### src/rtl/bws_pkg.sv
// Constants, field layouts and helpers for the bridge window and status registers
package bws_pkg;
    localparam int ADDR_W = 10;
    localparam int DATA_W = 32;
    localparam int IDX_W  = 8;

    // Register indices; byte address is four times the index
    localparam logic [IDX_W-1:0] IDX_IO_BASE     = 8'h1C;
    localparam logic [IDX_W-1:0] IDX_IO_LIMIT    = 8'h1D;
    localparam logic [IDX_W-1:0] IDX_SEC_STATUS  = 8'h1E;
    localparam logic [IDX_W-1:0] IDX_MEM_BASE    = 8'h20;
    localparam logic [IDX_W-1:0] IDX_MEM_LIMIT   = 8'h22;
    localparam logic [IDX_W-1:0] IDX_BRIDGE_CTRL = 8'h40;
    localparam logic [IDX_W-1:0] IDX_IRQ_STATUS  = 8'h41;
    localparam logic [IDX_W-1:0] IDX_IRQ_MASK    = 8'h42;

    // Field positions
    localparam int IO_CAP_BIT      = 0;
    localparam int IO_FIELD_LSB    = 4;
    localparam int IO_FIELD_MSB    = 7;
    localparam int MEM_FIELD_LSB   = 4;
    localparam int MEM_FIELD_MSB   = 15;
    localparam int SEC_MPOISON_BIT = 8;
    localparam int SEC_RSE_BIT     = 14;
    localparam int SEC_DPE_BIT     = 15;
    localparam int BRIDGE_CONTROL_PARITY_ERROR_RESPONSE_ENABLE_BIT  = 0;
    localparam int BRIDGE_CONTROL_SYSTEM_ERROR_REPORT_ENABLE_BIT  = 1;
    localparam int IRQ_W           = 3;
    localparam int IRQ_MPOISON_BIT = 0;
    localparam int IRQ_RSE_BIT     = 1;
    localparam int IRQ_DPE_BIT     = 2;

    // Reset values
    localparam logic        IO_CAP_RST    = 1'h1;
    localparam logic [3:0]  IO_BASE_RST   = 4'hF;
    localparam logic [3:0]  IO_LIMIT_RST  = 4'h0;
    localparam logic [11:0] MEM_BASE_RST  = 12'hFFF;
    localparam logic [11:0] MEM_LIMIT_RST = 12'h000;
    localparam logic [1:0]  BRIDGE_CONTROL_RST      = 2'h0;
    localparam logic [IRQ_W-1:0] IRQ_RST  = 3'h0;

    // Window address fills
    localparam logic [15:0] IO_UPPER_ZERO = 16'h0000;
    localparam logic [11:0] IO_LOW_ZERO   = 12'h000;
    localparam logic [11:0] IO_LOW_ONES   = 12'hFFF;
    localparam logic [19:0] MEM_LOW_ZERO  = 20'h00000;
    localparam logic [19:0] MEM_LOW_ONES  = 20'hFFFFF;

    // Register index to byte address
    function automatic logic [ADDR_W-1:0] idx_addr(input logic [IDX_W-1:0] idx);
        return {idx, 2'h0};
    endfunction
endpackage

### src/rtl/bws_win_if.sv
// Window bounds and hit flag between the register bank and a comparator
`timescale 1ns/1ns
interface bws_win_if;
    logic [31:0] addr;
    logic [31:0] low;
    logic [31:0] high;
    logic        hit;

    modport cmp   (input addr, input low, input high, output hit);
    modport owner (output addr, output low, output high, input hit);
endinterface
### src/rtl/bws_regs.sv
// Bridge window and secondary status register bank with Avalon-MM slave
`timescale 1ns/1ns
module bws_regs
    import bws_pkg::*;
(
    // Clock and reset
    input  wire logic              mclk_i,
    input  wire logic              arst_n_i,
    // Avalon-MM slave
    input  wire logic [ADDR_W-1:0] avs_address_i,
    input  wire logic              avs_read_i,
    input  wire logic              avs_write_i,
    input  wire logic [DATA_W-1:0] avs_writedata_i,
    input  wire logic [3:0]        avs_byteenable_i,
    output logic      [DATA_W-1:0] avs_readdata_o,
    output logic                   avs_waitrequest_o,
    // Secondary side events
    input  wire logic              sec_poison_cpl_i,
    input  wire logic              sec_poison_wr_i,
    input  wire logic              sec_poison_tlp_i,
    input  wire logic              sec_err_fatal_i,
    input  wire logic              sec_err_nonfatal_i,
    // Forwarding checks
    input  wire logic [31:0]       io_addr_i,
    input  wire logic [31:0]       mem_addr_i,
    output logic                   io_fwd_o,
    output logic                   mem_fwd_o,
    // Interrupt
    output logic                   irq_o
);
    // Bus handshake
    logic              ack;
    logic              next_ack;
    logic [DATA_W-1:0] rdata;
    logic [DATA_W-1:0] next_rdata;
    logic [DATA_W-1:0] rd_val;
    logic              req;
    logic              wr_now;

    // Register state
    logic              io_width_capability;
    logic [3:0]        io_window_base;
    logic [3:0]        io_window_limit;
    logic [11:0]       memory_window_base;
    logic [11:0]       memory_window_limit;
    logic [1:0]        bridge_control;
    logic              master_poison_flag;
    logic              received_system_error_flag;
    logic              detected_poison_flag;
    logic [IRQ_W-1:0]  irq_status;
    logic [IRQ_W-1:0]  irq_mask;
    logic              irq;
    logic              next_io_width_capability;
    logic [3:0]        next_io_window_base;
    logic [3:0]        next_io_window_limit;
    logic [11:0]       next_memory_window_base;
    logic [11:0]       next_memory_window_limit;
    logic [1:0]        next_bridge_control;
    logic              next_master_poison_flag;
    logic              next_received_system_error_flag;
    logic              next_detected_poison_flag;
    logic [IRQ_W-1:0]  next_irq_status;
    logic [IRQ_W-1:0]  next_irq_mask;
    logic              next_irq;

    // Event decode
    logic              parity_error_response_enable;
    logic              system_error_report_enable;
    logic              set_mpoison;
    logic              set_rse;
    logic              set_dpe;
    logic [IRQ_W-1:0]  irq_set;

    // Write strobes per register
    function automatic logic wr_hit(input logic [IDX_W-1:0] idx, input logic en, input logic [ADDR_W-1:0] a);
        return en && (a == idx_addr(idx));
    endfunction

    assign req    = avs_read_i || avs_write_i;
    assign wr_now = avs_write_i && ack;
    assign avs_waitrequest_o = req && !ack;
    assign avs_readdata_o    = rdata;

    assign parity_error_response_enable = bridge_control[BRIDGE_CONTROL_PARITY_ERROR_RESPONSE_ENABLE_BIT];
    assign system_error_report_enable   = bridge_control[BRIDGE_CONTROL_SYSTEM_ERROR_REPORT_ENABLE_BIT];
    assign set_mpoison = parity_error_response_enable && (sec_poison_cpl_i || sec_poison_wr_i);
    assign set_rse     = system_error_report_enable && (sec_err_fatal_i || sec_err_nonfatal_i);
    assign set_dpe     = sec_poison_tlp_i;
    assign irq_set     = {set_dpe, set_rse, set_mpoison};

    // Read mux
    always_comb begin
        rd_val = '0;
        unique case (avs_address_i)
            idx_addr(IDX_IO_BASE): begin
                rd_val[IO_FIELD_MSB:IO_FIELD_LSB] = io_window_base;
                rd_val[IO_CAP_BIT]                = io_width_capability;
            end
            idx_addr(IDX_IO_LIMIT): begin
                rd_val[IO_FIELD_MSB:IO_FIELD_LSB] = io_window_limit;
                rd_val[IO_CAP_BIT]                = io_width_capability;
            end
            idx_addr(IDX_SEC_STATUS): begin
                rd_val[SEC_MPOISON_BIT] = master_poison_flag;
                rd_val[SEC_RSE_BIT]     = received_system_error_flag;
                rd_val[SEC_DPE_BIT]     = detected_poison_flag;
            end
            idx_addr(IDX_MEM_BASE): begin
                rd_val[MEM_FIELD_MSB:MEM_FIELD_LSB] = memory_window_base;
            end
            idx_addr(IDX_MEM_LIMIT): begin
                rd_val[MEM_FIELD_MSB:MEM_FIELD_LSB] = memory_window_limit;
            end
            idx_addr(IDX_BRIDGE_CTRL): begin
                rd_val[1:0] = bridge_control;
            end
            idx_addr(IDX_IRQ_STATUS): begin
                rd_val[IRQ_W-1:0] = irq_status;
            end
            idx_addr(IDX_IRQ_MASK): begin
                rd_val[IRQ_W-1:0] = irq_mask;
            end
            default: begin
                rd_val = '0;
            end
        endcase
    end

    // Bus handshake next state
    always_comb begin
        next_ack   = req && !ack;
        next_rdata = rdata;
        if (avs_read_i && !ack) begin
            next_rdata = rd_val;
        end
    end

    // Register next state
    always_comb begin
        next_io_width_capability        = io_width_capability;
        next_io_window_base             = io_window_base;
        next_io_window_limit            = io_window_limit;
        next_memory_window_base         = memory_window_base;
        next_memory_window_limit        = memory_window_limit;
        next_bridge_control             = bridge_control;
        next_irq_mask                   = irq_mask;
        next_master_poison_flag         = master_poison_flag;
        next_received_system_error_flag = received_system_error_flag;
        next_detected_poison_flag       = detected_poison_flag;
        next_irq_status                 = irq_status;
        if (wr_hit(IDX_IO_BASE, wr_now, avs_address_i) && avs_byteenable_i[0]) begin
            next_io_width_capability = avs_writedata_i[IO_CAP_BIT];
            next_io_window_base      = avs_writedata_i[IO_FIELD_MSB:IO_FIELD_LSB];
        end
        if (wr_hit(IDX_IO_LIMIT, wr_now, avs_address_i) && avs_byteenable_i[0]) begin
            next_io_window_limit = avs_writedata_i[IO_FIELD_MSB:IO_FIELD_LSB];
        end
        if (wr_hit(IDX_MEM_BASE, wr_now, avs_address_i)) begin
            if (avs_byteenable_i[0]) begin
                next_memory_window_base[3:0] = avs_writedata_i[7:MEM_FIELD_LSB];
            end
            if (avs_byteenable_i[1]) begin
                next_memory_window_base[11:4] = avs_writedata_i[MEM_FIELD_MSB:8];
            end
        end
        if (wr_hit(IDX_MEM_LIMIT, wr_now, avs_address_i)) begin
            if (avs_byteenable_i[0]) begin
                next_memory_window_limit[3:0] = avs_writedata_i[7:MEM_FIELD_LSB];
            end
            if (avs_byteenable_i[1]) begin
                next_memory_window_limit[11:4] = avs_writedata_i[MEM_FIELD_MSB:8];
            end
        end
        if (wr_hit(IDX_BRIDGE_CTRL, wr_now, avs_address_i) && avs_byteenable_i[0]) begin
            next_bridge_control = avs_writedata_i[1:0];
        end
        if (wr_hit(IDX_IRQ_MASK, wr_now, avs_address_i) && avs_byteenable_i[0]) begin
            next_irq_mask = avs_writedata_i[IRQ_W-1:0];
        end
        // Write one clears, a same-cycle set wins
        if (wr_hit(IDX_SEC_STATUS, wr_now, avs_address_i) && avs_byteenable_i[1]) begin
            next_master_poison_flag         = master_poison_flag && !avs_writedata_i[SEC_MPOISON_BIT];
            next_received_system_error_flag = received_system_error_flag && !avs_writedata_i[SEC_RSE_BIT];
            next_detected_poison_flag       = detected_poison_flag && !avs_writedata_i[SEC_DPE_BIT];
        end
        if (wr_hit(IDX_IRQ_STATUS, wr_now, avs_address_i) && avs_byteenable_i[0]) begin
            next_irq_status = irq_status & ~avs_writedata_i[IRQ_W-1:0];
        end
        next_master_poison_flag         = next_master_poison_flag || set_mpoison;
        next_received_system_error_flag = next_received_system_error_flag || set_rse;
        next_detected_poison_flag       = next_detected_poison_flag || set_dpe;
        next_irq_status                 = next_irq_status | irq_set;
        next_irq                        = |(irq_status & irq_mask);
    end

    always_ff @(posedge mclk_i or negedge arst_n_i) begin
        if (!arst_n_i) begin
            ack   <= 1'b0;
            rdata <= '0;
        end else begin
            ack   <= next_ack;
            rdata <= next_rdata;
        end
    end

    always_ff @(posedge mclk_i or negedge arst_n_i) begin
        if (!arst_n_i) begin
            io_width_capability        <= IO_CAP_RST;
            io_window_base             <= IO_BASE_RST;
            io_window_limit            <= IO_LIMIT_RST;
            memory_window_base         <= MEM_BASE_RST;
            memory_window_limit        <= MEM_LIMIT_RST;
            bridge_control             <= BRIDGE_CONTROL_RST;
            master_poison_flag         <= 1'b0;
            received_system_error_flag <= 1'b0;
            detected_poison_flag       <= 1'b0;
            irq_status                 <= IRQ_RST;
            irq_mask                   <= IRQ_RST;
            irq                        <= 1'b0;
        end else begin
            io_width_capability        <= next_io_width_capability;
            io_window_base             <= next_io_window_base;
            io_window_limit            <= next_io_window_limit;
            memory_window_base         <= next_memory_window_base;
            memory_window_limit        <= next_memory_window_limit;
            bridge_control             <= next_bridge_control;
            master_poison_flag         <= next_master_poison_flag;
            received_system_error_flag <= next_received_system_error_flag;
            detected_poison_flag       <= next_detected_poison_flag;
            irq_status                 <= next_irq_status;
            irq_mask                   <= next_irq_mask;
            irq                        <= next_irq;
        end
    end

    assign irq_o = irq;

    // Forwarding windows
    bws_win_if io_win ();
    bws_win_if mem_win ();

    assign io_win.addr  = io_addr_i;
    assign io_win.low   = {IO_UPPER_ZERO, io_window_base, IO_LOW_ZERO};
    assign io_win.high  = {IO_UPPER_ZERO, io_window_limit, IO_LOW_ONES};
    assign mem_win.addr = mem_addr_i;
    assign mem_win.low  = {memory_window_base, MEM_LOW_ZERO};
    assign mem_win.high = {memory_window_limit, MEM_LOW_ONES};

    bws_win_cmp u_io_cmp (
        .mclk_i   (mclk_i),
        .arst_n_i (arst_n_i),
        .win      (io_win.cmp)
    );

    bws_win_cmp u_mem_cmp (
        .mclk_i   (mclk_i),
        .arst_n_i (arst_n_i),
        .win      (mem_win.cmp)
    );

    assign io_fwd_o  = io_win.hit;
    assign mem_fwd_o = mem_win.hit;

    // Checks
    chk_iolim_cap_mirror: assert property (@(posedge mclk_i) disable iff (!arst_n_i)
        (avs_read_i && !avs_waitrequest_o && avs_address_i == idx_addr(IDX_IO_LIMIT))
        |-> (avs_readdata_o[IO_CAP_BIT] == io_width_capability) && (avs_readdata_o[3:1] == 3'h0))
        else $error("io limit bit 0 does not mirror capability");

    chk_mpoison_gated: assert property (@(posedge mclk_i) disable iff (!arst_n_i)
        $rose(master_poison_flag) |-> $past(parity_error_response_enable))
        else $error("master poison set with parity response disabled");

    chk_mpoison_set: assert property (@(posedge mclk_i) disable iff (!arst_n_i)
        (parity_error_response_enable && (sec_poison_cpl_i || sec_poison_wr_i)) |=> master_poison_flag)
        else $error("master poison not set on poisoned traffic");

    chk_rse_gated: assert property (@(posedge mclk_i) disable iff (!arst_n_i)
        $rose(received_system_error_flag) |-> $past(system_error_report_enable))
        else $error("system error flag set with reporting disabled");

    chk_rse_set: assert property (@(posedge mclk_i) disable iff (!arst_n_i)
        (system_error_report_enable && (sec_err_fatal_i || sec_err_nonfatal_i)) |=> received_system_error_flag)
        else $error("system error flag not set on error message");

    chk_dpe_set: assert property (@(posedge mclk_i) disable iff (!arst_n_i)
        sec_poison_tlp_i |=> detected_poison_flag)
        else $error("detected poison not set");

    chk_status_zero_bits: assert property (@(posedge mclk_i) disable iff (!arst_n_i)
        (avs_read_i && !avs_waitrequest_o && avs_address_i == idx_addr(IDX_SEC_STATUS))
        |-> (avs_readdata_o[13:9] == 5'h00) && (avs_readdata_o[7:0] == 8'h00))
        else $error("secondary status fixed bits not zero");

    chk_io_forward: assert property (@(posedge mclk_i) disable iff (!arst_n_i)
        (io_addr_i[31:16] == IO_UPPER_ZERO && io_addr_i[15:12] >= io_window_base
         && io_addr_i[15:12] <= io_window_limit) |=> io_fwd_o)
        else $error("io address in window not forwarded");

    chk_mem_forward: assert property (@(posedge mclk_i) disable iff (!arst_n_i)
        (mem_addr_i[31:20] < memory_window_base || mem_addr_i[31:20] > memory_window_limit) |=> !mem_fwd_o)
        else $error("memory address outside window forwarded");

    chk_membase_reset: assert property (@(posedge mclk_i)
        $rose(arst_n_i) |-> memory_window_base == MEM_BASE_RST && io_window_limit == IO_LIMIT_RST)
        else $error("window registers left reset with wrong value");

    chk_wait_one_cycle: assert property (@(posedge mclk_i) disable iff (!arst_n_i)
        ($rose(req) || (req && $past(!avs_waitrequest_o))) |-> avs_waitrequest_o ##1 (!avs_waitrequest_o || !req))
        else $error("waitrequest not released after one cycle");
endmodule

### src/rtl/bws_win_cmp.sv
// Registered inclusive window compare
`timescale 1ns/1ns
module bws_win_cmp
    import bws_pkg::*;
(
    // Clock and reset
    input  wire logic mclk_i,
    input  wire logic arst_n_i,
    // Window
    bws_win_if.cmp    win
);
    logic hit;
    logic next_hit;

    always_comb begin
        next_hit = (win.addr >= win.low) && (win.addr <= win.high);
    end

    always_ff @(posedge mclk_i or negedge arst_n_i) begin
        if (!arst_n_i) begin
            hit <= 1'b0;
        end else begin
            hit <= next_hit;
        end
    end

    assign win.hit = hit;

    chk_closed_window: assert property (@(posedge mclk_i) disable iff (!arst_n_i)
        ($past(win.low) > $past(win.high)) |-> !hit)
        else $error("window hit while base above limit");
endmodule

### config.mk
export PLATFORM = sky130hd
export DESIGN_NAME = bws_regs
export DESIGN_NICKNAME = d
export VERILOG_FILES = /design/src/rtl/bws_pkg.sv /design/src/rtl/bws_win_if.sv /design/src/rtl/bws_regs.sv /design/src/rtl/bws_win_cmp.sv
export SDC_FILE = /design/constraint.sdc
export NUM_CORES = 1
export LEC_CHECK = 0
export BUFFER_PORTS_ARGS = -buffer_cell sky130_fd_sc_hd__buf_2
export CORE_ASPECT_RATIO = 1.75
export CORE_UTILIZATION = 50
export CTS_CLUSTER_DIAMETER = 200
export CTS_CLUSTER_SIZE = 14
export DETAILED_ROUTE_END_ITERATION = 6
export PLACE_DENSITY_LB_ADDON = 0.05
export REMOVE_ABC_BUFFERS = 1
export SYNTH_ARGS = -nofsm -noshare
export SYNTH_HDL_FRONTEND = slang
export SYNTH_HIERARCHICAL = 1
export SYNTH_SLANG_ARGS = --single-unit
### constraint.sdc
create_clock -name mclk_i -period 2.35 [get_ports mclk_i]
set_input_delay 0.235 -clock mclk_i [delete_from_list [all_inputs] [get_ports mclk_i]]
set_output_delay 0.235 -clock mclk_i [all_outputs]
set_load 0.01 [all_outputs]
**Word-level counts from Yosys, hierarchy flattened**

Index checks and enable logic that the tools add are counted.

- Output and inout bits: 36
- Word-level logic and storage cells: 85
- Bits of input ports: 119
- Flip-flop bits (word level): 63

- Order comparisons: 4
- Reduce and logical (&&, ||, !) cells: 40
- Bitwise operators: 4
- Mux-type cells: 11
- Eq/ne operators: 8

Operator list:

| kind | count |
|---|---|
| 32-bit by 16-bit >= comparator with 1-bit output | 1 |
| 32-bit >= comparator | 1 |
| 32-bit by 16-bit less-or-equal comparator with 1-bit output | 1 |
| 32-bit less-or-equal comparator | 1 |
| 10-bit by 7-bit equality test with 1-bit output, second input constant | 3 |
| 10-bit by 9-bit equality test with 1-bit output, second input constant | 3 |
| 1-bit logical AND | 24 |
| 10-bit by 8-bit equality test with 1-bit output, second input constant | 2 |
| 4-bit case mux with 4 select lines | 1 |
| 5-bit case mux with 2 select lines | 1 |
| 2-bit AND reduction | 4 |
| 3-bit AND | 2 |
| 1-bit logical OR | 6 |
| 1-bit case mux with 3 select lines | 2 |
| 2-bit case mux with 3 select lines | 1 |
| 1-bit logical NOT | 4 |
| 1-bit case mux with 4 select lines | 1 |
| 1-bit 2-to-1 mux | 3 |
| 3-bit 2-to-1 mux | 1 |
| 3-bit NOT | 1 |
| 3-bit bitwise OR | 1 |
| 3-bit OR reduction | 1 |
| 1-bit case mux with 2 select lines | 1 |
| 2-bit OR reduction | 1 |

**Logic depth before layout (Yosys ltp)**

Gate-level depths: netlist of the first run.

- Depth in word-level cells: 5
- Depth in mapped cells: 8
- Depth with buffers taken out: 8

**By module**

The synthesis of the first run kept the hierarchy.

By module, submodules not included:

| module | area an instance (µm²) | times used | cells each |
|---|---|---|---|
| bws_win_cmp | 1629.1 | 2 | 227 |
| bws_regs | 3002.9 | 1 | 256 |

**Worst setup path after synthesis of the first run**

Ideal clock, no wire load.

- Path type: register -> register
- From: register memory_window_base[5]
- To: register u_mem_cmp.hit, in the netlist u_mem_cmp/win.hit
- Cell stages (with the launch flop): 9
- Setup slack: 0.400 ns
- Data required time: 2.214 ns
- Clock period less this slack: 1.950 ns
- Arrival: 1.814 ns
- Path through: dfstp_2 > inv_1 > ha_1 > a21o_1 > a221o_1 > a221oi_1 > o21ai_0 > a21oi_1 > a311oi_1

- Word-level cells in the longest chain between the ends: 2

RTL lines:

| what | RTL line | text |
|---|---|---|
| start: declaration | bws_regs.sv:44 | `logic [11:0] memory_window_base;` |
| start signal: assignment | bws_regs.sv:224 | `memory_window_base <= next_memory_window_base;` |
| 32-bit >= comparator | bws_win_cmp.sv:16 | `next_hit = (win.addr >= win.low) && (win.addr <= win.high);` |
| 1-bit logical AND | bws_win_cmp.sv:16 |  |
| named net u_mem_cmp.next_hit | bws_win_cmp.sv:13 | `logic next_hit;` |
| end signal: assignment | bws_win_cmp.sv:23 | `hit <= next_hit;` |
| end: declaration | bws_win_cmp.sv:12 | `logic hit;` |

The timed path passes the listed nets, and every way through them passes these cells.
A chain may end at the register's enable or synchronous reset.

**Worst setup path after layout of the first run**

- From: register memory_window_base[7]
- To: register u_mem_cmp.hit, in the netlist u_mem_cmp/win.hit

The elaborated chain is that of the path after synthesis.

==> results of run 1 <==
==> state kept, by name, indices dropped and copies added (netlist names) <==
| register | flops |
|---|---|
| avs_readdata_o | 15 |
| memory_window_base | 12 |
| memory_window_limit | 12 |
| io_window_base | 4 |
| io_window_limit | 4 |
| irq_mask | 3 |
| irq_status | 3 |
| bridge_control | 2 |
| ack | 1 |
| detected_poison_flag | 1 |
| io_width_capability | 1 |
| irq_o | 1 |
| master_poison_flag | 1 |
| received_system_error_flag | 1 |
| u_io_cmp/win.hit | 1 |
| u_mem_cmp/win.hit | 1 |
==> cell type report <==
type                       count  area (µm²)
inverter                     138         518
sequential                    63        1600
clock buffer                  12         246
fill                        1141        4390
clock inverter                 3        67.6
antenna                        1        2.50
multi-input combinational    596        4410
tap                          165         206
timing repair buffer         131         691
==> power groups by stage <==
stage / combinational (mW) / sequential (mW) / clock [mW]
6_report: 0.698 / 1.11 / 1.41
5_1_grt: 0.811 / 1.11 / 1.48
4_1_cts: 0.685 / 1.11 / 1.43
3_5_place_dp: 0.680 / 1.12 / 0
3_3_place_gp: 0.640 / 1.12 / 0
2_1_floorplan: 0.407 / 1.12 / 0
==> per-layer routing <==
metal	routed length [µm]	global-route usage, %	vias to the layer above
met3	547	3.53	48
met2	8950	52.0	136
li1	-	-	2816
met4	738	14.9	0
met5	0	0	-
met1	5180	21.0	2598
==> repair_timing <==
action                     CTS  global route
buffers inserted             0             0
hold endpoints to repair    13             0
setup endpoints to repair    0             1
gates resized for setup      0             3
hold buffers                 1             0
==> worst min path at each step <==
stage                          start                       to  slack [ns]  depth (start not counted)
finish              sec_poison_tlp_i  irq_status[2]$_DFF_PN0_        0.12                          2
global route        sec_poison_tlp_i  irq_status[2]$_DFF_PN0_        0.13                          2
CTS                 sec_poison_tlp_i  irq_status[2]$_DFF_PN0_        0.13                          2
detailed placement          arst_n_i  irq_status[2]$_DFF_PN0_        0.15                          1
global placement            arst_n_i  irq_status[2]$_DFF_PN0_        0.15                          1
floorplan                   arst_n_i            ack$_DFF_PN0_       -0.06                          0
==> logic make-up after synthesis <==
family                   count (synthesis)
multiplexers                            48
adder cells (fa/ha/maj)                128
AO/OA/AOI/OAI                          134
AND/OR/NAND/NOR                        173
buffers and inverters                  162
flip-flops                              63
other                                    2
==> synth_stat cells (all sizes together), types with 5 or more instances <==
library cell / number / area [µm²]
inv: 138 / 518
ha: 128 / 1600
nand2: 64 / 240
a21oi: 49 / 245
dfrtp: 46 / 1150
mux2: 46 / 548
o21ai: 26 / 130
nor2: 25 / 93.8
buf: 19 / 150
dfstp: 17 / 447
nand4: 16 / 100
nand3: 12 / 60.1
a21o: 11 / 82.6
nor3: 11 / 65.1
a221oi: 8 / 70.1
a221o: 7 / 70.1
a22oi: 7 / 52.6
a211oi: 6 / 45.0
and3: 6 / 43.8
and4: 6 / 55.1
nor4: 6 / 82.6
clkbuf: 5 / 18.8
==> critical path, delay by kind of cell (launching register included) <==
family,cells,cell delay [ns]
buffers and inverters,2,0.20
AND/OR/NAND/NOR,1,0.18
adder cells (fa/ha/maj),1,0.28
AO/OA/AOI/OAI,5,0.86
flip-flops,1,0.53
==> flow_summary.yaml, run 1 <==
synth:
  ys_seq_elements: 63
  synth-async-reset-ratio_pct: 100
  yosys.area_share.simple_pct: 15.1
  synth_xor_area_share_pct: 0
  netlist_instances: 710
  synth.avg_cell_area_um2: 8.82
  synth_mux_area_share_pct: 9.07
  synthAdderAreaFrac_pct: 25.6
  synth_seq_area_share_pct: 25.5
  synth_compound_area_share_pct: 13.7
  synth_top_family_by_area: "adder cells"
  synth_ff_type: "dfrtp_1"
  synth_edf_count: 0
  synth.distinct_cells: 51
  ys_warn_count: 6
  syn_area_um2: 6260
power:
  power.internal_mw: 2.34
  power.share.clock_pct: 43.8
  p_leak_nw: 4.13
  power_density_nw_per_um2: 415
  seqPwrFrac_pct: 34.5
  p_sw_mw: 0.873
  total_power_mw: 3.21
  swShare_pct: 27.2
  combPwrFrac_pct: 21.7
  ir_worst_vdd_uv: 525
layout:
  final_cell_count_no_fill: 1109
  final_cell_mix: "138 x inv_1, 127 x ha_1, 118 x buf_2"
  layout.nets: 1186
  final_area_um2: 7740
  layout-drive-gt1-share_pct: 24.3
  area.growth.synth_to_final_pct: 23.6
  final_util_pct: 63.8
  mostFrequentLayoutCell: "inv_1"
floorplan:
  chipHeight_um: 150
  initial_utilization_pct: 51.6
  io_pins: 155
  die_area_um2: 13000
  num_rows: 53
  die_w_um: 86.6
  core-area_um2: 12100
setup_path:
  rr_worst_depth: 9
  slowest_stage: "dfstp_2"
  cp-end-kind: "flip-flop"
  crit_arrival_ns: 2.39
  path_cells: "inv_1, ha_1, and2_1, a221o_1, a221oi_2, buf_4, o21ai_0, a21oi_1, a311oi_1"
  required_ns: 2.55
  start_kind: "flip-flop"
  max_stage_delay_ns: 0.53
  worstReg2RegEnd: "u_mem_cmp/win.hit$_DFF_PN0_"
  cp-startpoint: "memory_window_base[7]$_DFFE_PN1P_"
  crit_path_end: "u_mem_cmp/win.hit$_DFF_PN0_"
  regToRegSetupSlack_ns: 0.16
  crit_fanout: 3
  r2r-start: "memory_window_base[7]$_DFFE_PN1P_"
  crit_type: "reg2reg"
sta:
  final.min_clock_period_ns: 2.19
  hold_ws_ns: 0.120
  fin_crit_sh_pct: 93.2
  fin_setup_tns_ns: 0
  finClkSkew_ns: 0.00679
  max-slew-margin-rel_pct: 60.3
  rsz0062_at_grt: "false"
  worst_slew_pin_slew_ns: 0.595
  clock.fmax_ghz: 0.456
  setup_viol: 0
  finalMaxSlewViolations: 0
  setup_ws_ns: 0.159
  hold_violations: 0
clock_tree:
  cts_sinks: 63
  clock-root-buffer: "clkbuf_16"
  h-tree-depth: 3
  clk-insertion-delay-late_ns: 0.33
  clk_path_buf_depth: 2
  cts_tree: "yes"
  clk_pin_slew_ns: 0.05
  numCtsBuffers: 9
grt:
  antenna_found_initial: 1
  grt_pass1_wl_mm: 25.0
  grt_pass1_vias: 5916
  grt_max_degree: 30
  grt.total_usage_pct: 24.9
  grt_overflow_total: 0
detailed_routing:
  firstDrtPassIters: 4
  routed_wl_mm: 15.4
  ant_nets: 0
  wire_per_inst_um: 13.9
  via_per_inst: 5.05
  num_vias: 5598
  drcViolationCount: 0
  drtIter0Drc: 175
worst_hold_path:
  min-delay-path-class: "in2reg"
place:
  globalplace.congestion: 0.873
  pre_cts_slack_ns: 0.0517
  dp_cells: 1092
  place_area_um2: 7400
  post-dp-hpwl_mm: 13.4
  io_buffers: 118
job:
  drv_cap: 0
run_status:
  outcome: "finished clean"
No activity file was read; power rests on OpenSTA's default activity.
==> inputs of run 2 (changes only) <==
--- a/config.mk
+++ b/config.mk
@@ -11,7 +11,7 @@
 export CTS_CLUSTER_DIAMETER = 200
 export CTS_CLUSTER_SIZE = 14
 export DETAILED_ROUTE_END_ITERATION = 6
-export PLACE_DENSITY_LB_ADDON = 0.05
+export PLACE_DENSITY_LB_ADDON = 0.15
 export REMOVE_ABC_BUFFERS = 1
 export SYNTH_ARGS = -nofsm -noshare
 export SYNTH_HDL_FRONTEND = slang
==> run 2 against run 1 <==
Net effect: design area down 0.29%; via count down 3.9%; flip-flop and latch count unchanged; cell count down 0.27%; largest power group unchanged.
==> flow_summary.yaml, run 2 (same netlist as run 1, synthesis figures left out) <==
clock_tree:
  postCtsSetupBuffers: 0
  clk_pin_slew_ns: 0.06
  clk-insertion-delay-late_ns: 0.33
  numCtsBuffers: 9
  clk_path_buf_depth: 2
  cts_sinks: 63
  h-tree-depth: 3
  cts_tree: "yes"
  clock-root-buffer: "clkbuf_16"
detailed_routing:
  via_per_inst: 4.86
  routed_wl_mm: 14.2
  ant_nets: 0
  drcViolationCount: 0
  num_vias: 5379
  drtIter0Drc: 95
  wire_per_inst_um: 12.8
  firstDrtPassIters: 4
grt:
  grt_overflow_total: 0
  grt_pass1_wl_mm: 23.5
  gr-max-usage-layer: "met2"
  grt.total_usage_pct: 23.2
  grtUsageMet1_pct: 23.0
  grt_max_degree: 31
  grt_pass1_vias: 5370
  antenna_found_initial: 0
  met2_usage_pct: 48.1
  grt.met3_usage_pct: 2.81
sta:
  final.min_clock_period_ns: 2.19
  setup_ws_ns: 0.164
  rsz0062_at_grt: "false"
  hold_violations: 0
  hold_ws_ns: 0.128
  fin_setup_tns_ns: 0
  clock.fmax_ghz: 0.457
  setup_viol: 0
  fin_crit_sh_pct: 93.0
  worst_slew_pin_slew_ns: 0.696
  finalMaxSlewViolations: 0
  max-slew-margin-rel_pct: 53.6
  finClkSkew_ns: 0.00846
job:
  drv_cap: 0
floorplan:
  core-area_um2: 12100
  num_rows: 53
  die_w_um: 86.6
  initial_utilization_pct: 51.6
  io_pins: 155
  die_area_um2: 13000
  chipHeight_um: 150
place:
  pre_cts_slack_ns: 0.112
  globalplace.congestion: 0.823
  io_buffers: 118
  dp_cells: 1089
  post-dp-hpwl_mm: 12.3
setup_path:
  crit_type: "reg2reg"
  required_ns: 2.58
  cp_num_buf_inv: 1
  cp_top_family: "compound AO/OA/AOI/OAI gates"
  cp-end-kind: "flip-flop"
  slowest_stage: "a221oi_1"
  path_cells: "inv_1, ha_1, a21oi_1, o21ai_0, a221oi_1, o221a_1, a31oi_1, a311oi_1"
  start_kind: "flip-flop"
  crit_arrival_ns: 2.42
  crit_fanout: 3
  max_stage_delay_ns: 0.45
layout:
  final_cell_count_no_fill: 1106
  antenna_cells: 0
  regArea_um2: 1600
  area.growth.synth_to_final_pct: 23.3
  n_fill_cell: 1125
  multiInputGateArea_um2: 4400
  layout-drive-gt1-share_pct: 24.0
  mostFrequentLayoutCell: "inv_1"
  final_cell_mix: "138 x inv_1, 128 x ha_1, 118 x buf_2"
  layout.nets: 1183
  largest_reg_flops: 15
power:
  p_leak_nw: 4.13
  power_density_nw_per_um2: 414
  ir_worst_vdd_uv: 460
run_status:
  outcome: "finished clean"
worst_hold_path:
  min-delay-path-class: "in2reg"
## run 2: cell count changes in the layout (fill, tap and decap cells not counted)
| cell | before | now |
|---|---|---|
| and2_1 | 2 | 1 |
| ha_4 | 1 | 0 |
| buf_4 | 12 | 8 |
| buf_12 | 0 | 1 |
| clkinvlp_4 | 1 | 0 |
| and2_0 | 1 | 2 |
| ha_1 | 127 | 128 |
| clkinv_2 | 0 | 2 |
| diode_2 | 1 | 0 |
## run 2: power breakdown
part,total (mW),internal [mW],switching [mW]
Combinational,0.678,0.285,0.392
Clock,1.41,0.953,0.460
Sequential,1.11,1.10,0.00814
## run 2: cell type report
cell class | count | area share [%]
flip-flops and latches | 63 | 20.7
inverters | 138 | 6.71
well taps | 165 | 2.67
repair buffers | 128 | 8.82
clock buffers | 12 | 3.19
multi-input cells | 596 | 57.0
clock inverters | 4 | 0.908
## run 2: final timing paths
kind	startpoint	endpoint	slack, ns	depth (start not counted)
setup / recovery	memory_window_limit[1]$_DFFE_PN0P_	u_mem_cmp/win.hit$_DFF_PN0_	0.16	8
hold / removal	sec_poison_tlp_i	irq_status[2]$_DFF_PN0_	0.13	2
setup reg to reg	memory_window_limit[1]$_DFFE_PN0P_	u_mem_cmp/win.hit$_DFF_PN0_	0.16	8
hold reg to reg	avs_readdata_o[5]$_DFFE_PN0P_	avs_readdata_o[5]$_DFFE_PN0P_	0.46	2
max in group asynchronous	arst_n_i	io_window_base[0]$_DFFE_PN1P_	1.17	3
min in group asynchronous	arst_n_i	irq_status[2]$_DFF_PN0_	0.48	2
## run 2: stage by stage
stage	total power, mW	cell area (µm²)	util [%]
6_report	3.20	7720	63.6
3_5_place_dp	1.79	7390	60.9
2_1_floorplan	1.53	6510	-
5_1_grt	3.38	7720	63.6
4_1_cts	3.21	7710	63.6
3_3_place_gp	1.78	7390	60.9
## run 2: routing by layer
layer / wire length (µm) / up-vias
met5: 0 / -
met3: 401 / 11
met1: 5370 / 2460
met2: 8230 / 98
met4: 214 / 0
li1: - / 2810
## run 2: what timing repair did
item,CTS,global route
endpoints found under the setup margin,0,1
endpoints found under the hold margin,21,0
hold buffers,1,0
resized for setup,0,1
